## config.mk

```make
export PLATFORM = sky130hd
export DESIGN_NAME = gfe_falling_edge_irq
export DESIGN_NICKNAME = d
export VERILOG_FILES = /design/src/pkg/gfe_pkg.sv /design/src/pkg/gfe_pin_if.sv /design/src/hdl/gfe_pin_sync.sv /design/src/hdl/gfe_falling_edge_irq.sv
export VERILOG_INCLUDE_DIRS = /design/src /design/src/pkg
export SDC_FILE = /design/constraint.sdc
export NUM_CORES = 1
export LEC_CHECK = 0
export BUFFER_PORTS_ARGS = -buffer_cell sky130_fd_sc_hd__buf_2
export CORE_MARGIN = 2
export CORE_UTILIZATION = 40
export DETAILED_ROUTE_END_ITERATION = 12
export PLACE_DENSITY_LB_ADDON = 0.12
export SYNTH_ARGS = -nofsm -noshare
export SYNTH_HDL_FRONTEND = slang
export SYNTH_SLANG_ARGS = --single-unit
```

## constraint.sdc

```tcl
create_clock -name clk_sys -period 7.43 [get_ports clk_sys]
set_input_delay 1.486 -clock clk_sys [delete_from_list [all_inputs] [get_ports clk_sys]]
set_output_delay 1.486 -clock clk_sys [all_outputs]
set_load 0.01 [all_outputs]
```

## src/pkg/gfe_defs.svh

```systemverilog
// constants for the falling-edge pin interrupt block
`ifndef GFE_DEFS_SVH
`define GFE_DEFS_SVH

`define GFE_ADDR_W 4
`define GFE_DATA_W 32
`define GFE_PINS 32
`define GFE_BE_W 4

`define GFE_OFS_FALL_SET 4'h0
`define GFE_OFS_FALL_CLR 4'h4
`define GFE_OFS_PEND 4'h8

`define GFE_BANK1_MSB 31
`define GFE_BANK1_LSB 16
`define GFE_BANK0_MSB 15
`define GFE_BANK0_LSB 0

`define GFE_RST_ENABLE 32'h00000000
`define GFE_RST_PEND 32'h00000000
`define GFE_RST_RDATA 32'h00000000
`define GFE_RST_PINS 32'h00000000
`define GFE_RST_WAIT 2'h0
`define GFE_WAIT_STATES 2'h1

`endif

```

## src/pkg/gfe_pkg.sv

```systemverilog
// types shared by the falling-edge pin interrupt block
`default_nettype none
`include "gfe_defs.svh"

package gfe_pkg;

  typedef enum logic [1:0] {
    SEL_NONE = 2'b00,
    SEL_SET = 2'b01,
    SEL_CLR = 2'b10,
    SEL_PEND = 2'b11
  } gfe_reg_sel_t;

  typedef enum logic {
    BUS_IDLE = 1'b0,
    BUS_ANSWER = 1'b1
  } gfe_bus_state_t;

endpackage : gfe_pkg

`default_nettype wire

```

## src/pkg/gfe_pin_if.sv

```systemverilog
// carrier for synchronised pin edge events
`timescale 1ns/1ps
`default_nettype none
`include "gfe_defs.svh"

interface gfe_pin_if;
  logic [`GFE_PINS-1:0] fell;
  modport src (output fell);
  modport dst (input fell);
endinterface : gfe_pin_if

`default_nettype wire

```

## src/hdl/gfe_pin_sync.sv

```systemverilog
// two-flop pin synchroniser with falling-edge detector
`timescale 1ns/1ps
`default_nettype none
`include "gfe_defs.svh"

module gfe_pin_sync
  import gfe_pkg::*;
(
  // system
  input wire logic clk_sys,
  input wire logic rst,
  // raw pins
  input wire logic [`GFE_PINS-1:0] pin_raw,
  // edge events
  gfe_pin_if.src pins
);

  logic [`GFE_PINS-1:0] meta_r;
  logic [`GFE_PINS-1:0] sync_r;
  logic [`GFE_PINS-1:0] prev_r;

  // meta_r feeds sync_r only
  always_ff @(posedge clk_sys or posedge rst)
  begin
    if (rst)
    begin
      meta_r <= `GFE_RST_PINS;
      sync_r <= `GFE_RST_PINS;
    end
    else
    begin
      meta_r <= pin_raw;
      sync_r <= meta_r;
    end
  end

  // reset low so a pin high at reset gives no false edge
  always_ff @(posedge clk_sys or posedge rst)
  begin
    if (rst)
      prev_r <= `GFE_RST_PINS;
    else
      prev_r <= sync_r;
  end

  // high-to-low on the synchronised level
  assign pins.fell = prev_r & ~sync_r;

endmodule : gfe_pin_sync

`default_nettype wire

```

## src/hdl/gfe_falling_edge_irq.sv

```systemverilog
// falling-edge pin interrupt detector with avalon-mm register slave
`timescale 1ns/1ps
`default_nettype none
`include "gfe_defs.svh"
// Overview of operation
// - set register ones enable falling detection
// - enabled pin falling edge raises interrupt
// - set register reads the true enable
// - bits 31-16 bank 1, 15-0 bank 0
// - clear register ones disable falling detection
// - disabled pin falling edge raises nothing
// - clear register reads inverted enable
// - status bit reads 1 while pending
// - status reads 0 otherwise, zero after reset
// - status write one clears, zero keeps

module gfe_falling_edge_irq
  import gfe_pkg::*;
(
  // system
  input wire logic clk_sys,
  input wire logic rst,
  // avalon-mm slave
  input wire logic [`GFE_ADDR_W-1:0] avs_address,
  input wire logic avs_read,
  input wire logic avs_write,
  input wire logic [`GFE_BE_W-1:0] avs_byteenable,
  input wire logic [`GFE_DATA_W-1:0] avs_writedata,
  output logic [`GFE_DATA_W-1:0] avs_readdata,
  output logic avs_waitrequest,
  // general-purpose pins
  input wire logic [`GFE_PINS-1:0] gpio_pin,
  // pending view
  output logic [`GFE_PINS-1:0] pin_pending_bits
);

  function automatic gfe_reg_sel_t reg_decode(input logic [`GFE_ADDR_W-1:0] addr);
    gfe_reg_sel_t sel;
    sel = SEL_NONE;
    // unaligned or unknown offsets fall to none
    case (addr)
      `GFE_OFS_FALL_SET: sel = SEL_SET;
      `GFE_OFS_FALL_CLR: sel = SEL_CLR;
      `GFE_OFS_PEND: sel = SEL_PEND;
      default: sel = SEL_NONE;
    endcase
    return sel;
  endfunction : reg_decode

  function automatic logic [`GFE_DATA_W-1:0] lane_mask(input logic [`GFE_BE_W-1:0] be);
    return {{8{be[3]}}, {8{be[2]}}, {8{be[1]}}, {8{be[0]}}};
  endfunction : lane_mask

  gfe_pin_if pins ();

  gfe_pin_sync u_sync (
    .clk_sys(clk_sys),
    .rst(rst),
    .pin_raw(gpio_pin),
    .pins(pins)
  );

  gfe_bus_state_t state_r;
  gfe_bus_state_t state_nxt;
  gfe_reg_sel_t sel;
  logic bus_req;
  logic rd_capture;
  logic wr_commit;
  logic wr_set;
  logic wr_clr;
  logic wr_pend;
  logic [`GFE_DATA_W-1:0] wbits;
  logic [`GFE_PINS-1:0] en_r;
  logic [`GFE_PINS-1:0] en_nxt;
  logic [`GFE_PINS-1:0] pend_r;
  logic [`GFE_PINS-1:0] pend_nxt;
  logic [`GFE_PINS-1:0] fall_evt;
  logic [`GFE_DATA_W-1:0] rdata_r;
  logic [`GFE_DATA_W-1:0] rdata_nxt;

  // master never raises read and write together
  assign bus_req = avs_read | avs_write;
  assign sel = reg_decode(avs_address);
  assign wbits = avs_writedata & lane_mask(avs_byteenable);

  // fixed single wait state: data is registered before the answer edge
  always_comb
  begin
    state_nxt = state_r;
    unique case (state_r)
      BUS_IDLE:
      begin
        if (bus_req)
          state_nxt = BUS_ANSWER;
      end
      BUS_ANSWER:
      begin
        state_nxt = BUS_IDLE;
      end
    endcase
  end

  always_ff @(posedge clk_sys or posedge rst)
  begin
    if (rst)
      state_r <= BUS_IDLE;
    else
      state_r <= state_nxt;
  end

  assign avs_waitrequest = bus_req & (state_r == BUS_IDLE);
  assign rd_capture = avs_read & (state_r == BUS_IDLE);
  assign wr_commit = avs_write & (state_r == BUS_ANSWER);
  assign wr_set = wr_commit & (sel == SEL_SET);
  assign wr_clr = wr_commit & (sel == SEL_CLR);
  assign wr_pend = wr_commit & (sel == SEL_PEND);

  // both registers steer the same enable flops
  always_comb
  begin
    en_nxt = en_r;
    if (wr_set)
      en_nxt = en_r | wbits;
    if (wr_clr)
      en_nxt = en_r & ~wbits;
  end

  always_ff @(posedge clk_sys or posedge rst)
  begin
    if (rst)
      en_r <= `GFE_RST_ENABLE;
    else
      en_r <= en_nxt;
  end

  // only enabled pins may raise a pending bit
  assign fall_evt = en_r & pins.fell;

  // an edge in the clearing cycle survives: set wins over clear
  always_comb
  begin
    pend_nxt = pend_r;
    if (wr_pend)
      pend_nxt = pend_r & ~wbits;
    pend_nxt = pend_nxt | fall_evt;
  end

  always_ff @(posedge clk_sys or posedge rst)
  begin
    if (rst)
      pend_r <= `GFE_RST_PEND;
    else
      pend_r <= pend_nxt;
  end

  // bit i is the same pin in every register: bank 1 high half, bank 0 low half
  always_comb
  begin
    rdata_nxt = rdata_r;
    if (rd_capture)
    begin
      unique case (sel)
        SEL_SET: rdata_nxt = en_r;
        SEL_CLR: rdata_nxt = ~en_r;
        SEL_PEND: rdata_nxt = pend_r;
        SEL_NONE: rdata_nxt = `GFE_RST_RDATA;
      endcase
    end
  end

  always_ff @(posedge clk_sys or posedge rst)
  begin
    if (rst)
      rdata_r <= `GFE_RST_RDATA;
    else
      rdata_r <= rdata_nxt;
  end

  assign avs_readdata = rdata_r;
  assign pin_pending_bits = pend_r;

  // run length of waitrequest; a stuck slave would hang the master
  logic [1:0] wait_cnt_r;

  always_ff @(posedge clk_sys or posedge rst)
  begin
    if (rst)
      wait_cnt_r <= `GFE_RST_WAIT;
    else if (!avs_waitrequest)
      wait_cnt_r <= `GFE_RST_WAIT;
    else if (wait_cnt_r != 2'h3)
      wait_cnt_r <= wait_cnt_r + 2'h1;
  end
endmodule : gfe_falling_edge_irq

`default_nettype wire

```

==> metrics <==
critical path class=in -> out; number of CTS-inserted buffers=17; total congestion overflow=0; die height=between 100 and 150 um; global-route wire length before repair=27700 um; status=completed; Max Root-Sink Buffers=2; Worst setup SP type=primary input; residual DRC count=0; RSZ-0062 raised after global routing=no; crit end category=output port; PD cells=277 nW/um2; most frequent cells in the layout=193 x dfrtp_1, 138 x buf_2, 96 x o31ai_1; Yosys reg bits=~190; Core Area=17900 um2; Initial Util=40.5%; Slew @ Worst Pin=0.968 ns; synthesized instance count=568; minimum clock period=3.39 ns; Vias=approximately 5000; Post-Route Utilization=about half; Final #Nets=760; IO buf count=140; MaxCap Viol Count=0; CTS tree=built; Synth warnings=0; initial DRC count=303; Chip Width=139 um; H-tree Lvls=4; FMAX=295 MHz; CTS sink count=193; number of global-route vias before repair=between 5000 and 6000; min-delay worst type=reg -> reg; Seq/Total Area, Yosys=66.6%; internal power=1790 uW; Final TNS setup=0 ns; Synth Net Count=around 640; Lkg Pwr=0.00371 uW; gr usage total=about 18%; largest net degree at the start of global routing=~130; Sw Share=25.7%; combinational power share=11.4%; CP max FO=2; synthesized area per cell=12.8 um2; final period utilization=between 40% and 50%; die area=19200 um2; Switch Pwr=617 uW; WP data required=5.94 ns; antenna violations before repair=1; ranking of synthesized cells by area=dfrtp_1 67%, o31ai_1 9.9%, nand3b_1 5.9%; site row count=49; Setup WS pre-CTS=about 3.6 ns; post-CTS sizing=0; Setup-failing EPs final=0; Post-Route WL=16700 um; Layout area overhead=19.8%; most common cell after layout, fill and taps aside=dfrtp_1; R2R Setup Slk=5.14 ns; share of layout cells above drive strength 1=between 20 and 30%; cell taking the most area after synthesis=dfrtp_1; Root Driver=clkbuf_16; Clk pin slew, worst setup/hold paths=about 0.07 ns; Final Max Tran Viols=0; post-synth top area share=about two thirds; final hold vios=0; Yosys cell types=18; sequential power share=50.2%; clk_lat worst skew=between 0.4 and 0.5 ns; Final HPWL DP=10000 um; Max rail drop VDD=0.151 mV; Slew headroom=35.5%; num ports=between 100 and 150; setup ws final=4.04 ns; Fin Clk Skew=0.00686 ns; Clock Power Share=38.4%; Avg WL per Cell=~18 um; postcts setup bufs=0; Cell Area, Synth=7250 um2; Final GP Congestion=0.744; Pre-antenna DRT Iters=5; post-route ant nets=0; Crit path arrival time=1.90 ns; DR vias/cell=5.27; Hold-fix buffers, CTS=0
## power by group through the flow
stage                     clock network (uW)  registers, uW  logic [uW]
final                                    922           1210         275
after global routing                     989           1220         310
after CTS                                944           1210         281
after detailed placement                   0           1230         280
after global placement                     0           1220         271
after floorplan                            0           1230         160
## through the flow
| stage | total power, uW | cell area [um2] | hold slack (ns) | cells |
|---|---|---|---|---|
| final | 2400 | 8690 | 0.348 | 927 |
| after global placement | 1490 | 8080 | 0.331 | 894 |
| after CTS | 2430 | 8680 | 0.350 | 926 |
| after floorplan | 1390 | 7250 | 0.331 | 568 |
| after detailed placement | 1510 | 8080 | 0.335 | 894 |
| after global routing | 2520 | 8690 | 0.356 | 927 |
## cells by family (layout without fill, tap and decap cells)
group                     Yosys count  after routing  share of synthesized area, %
buffers and inverters              48            177                          3.17
AOI/OAI and AO/OA                 167            167                          16.5
DFF                               193            193                          66.6
and+or+nand+nor                   128            128                          9.87
other                               0              1                             0
xor gates and xnor gates           32             32                          3.86
## critical path: stages
cell	delay (ns)
buf_2	0.11
nor2_1	0.05
nor2_1	0.11
buf_2	0.15
## area by class of cell
cell class / count / area [um2]
Fill cell: 1631 / 9220
Sequential cell: 193 / 4830
Multi-Input combinational cell: 327 / 2220
Timing Repair Buffer: 144 / 736
Clock buffer: 21 / 470
Tap cell: 229 / 287
Clock inverter: 11 / 130
Inverter: 1 / 11.3
Antenna cell: 1 / 2.50
## synth_stat cells
cell / count
inv_1: 1
buf_6: 3
nor2_1: 2
xnor2_1: 32
nand3b_1: 57
nor3_2: 1
o21ai_0: 39
a22o_1: 32
nand2b_1: 2
dfrtp_1: 193
buf_4: 2
nand4bb_1: 1
o31ai_1: 96
nand2_1: 64
buf_1: 6
buf_2: 16
clkbuf_1: 20
or2_1: 1
## worst paths after layout
check	from	endpoint	cells after the start
min in group asynchronous	rst	u_sync.meta_r[26]	2
worst min-delay path	u_sync.meta_r[31]	u_sync.sync_r[31]	0
worst max register to register	state_r	flip-flop	4
worst min register to register	u_sync.meta_r[31]	u_sync.sync_r[31]	0
max in group asynchronous	rst	async pin	3
worst max-delay path	avs_write	avs_waitrequest	4
## metal layers
metal | GRT usage (%) | wire (um) | vias up
met2 | 28.9 | 8110 | 122
met3 | 4.66 | 752 | 11
met4 | 5.10 | 193 | 0
met5 | 0 | 0 | -
met1 | 24.6 | 7620 | 2474
li1 | - | - | 2279
(Power assumes the default switching activity.)
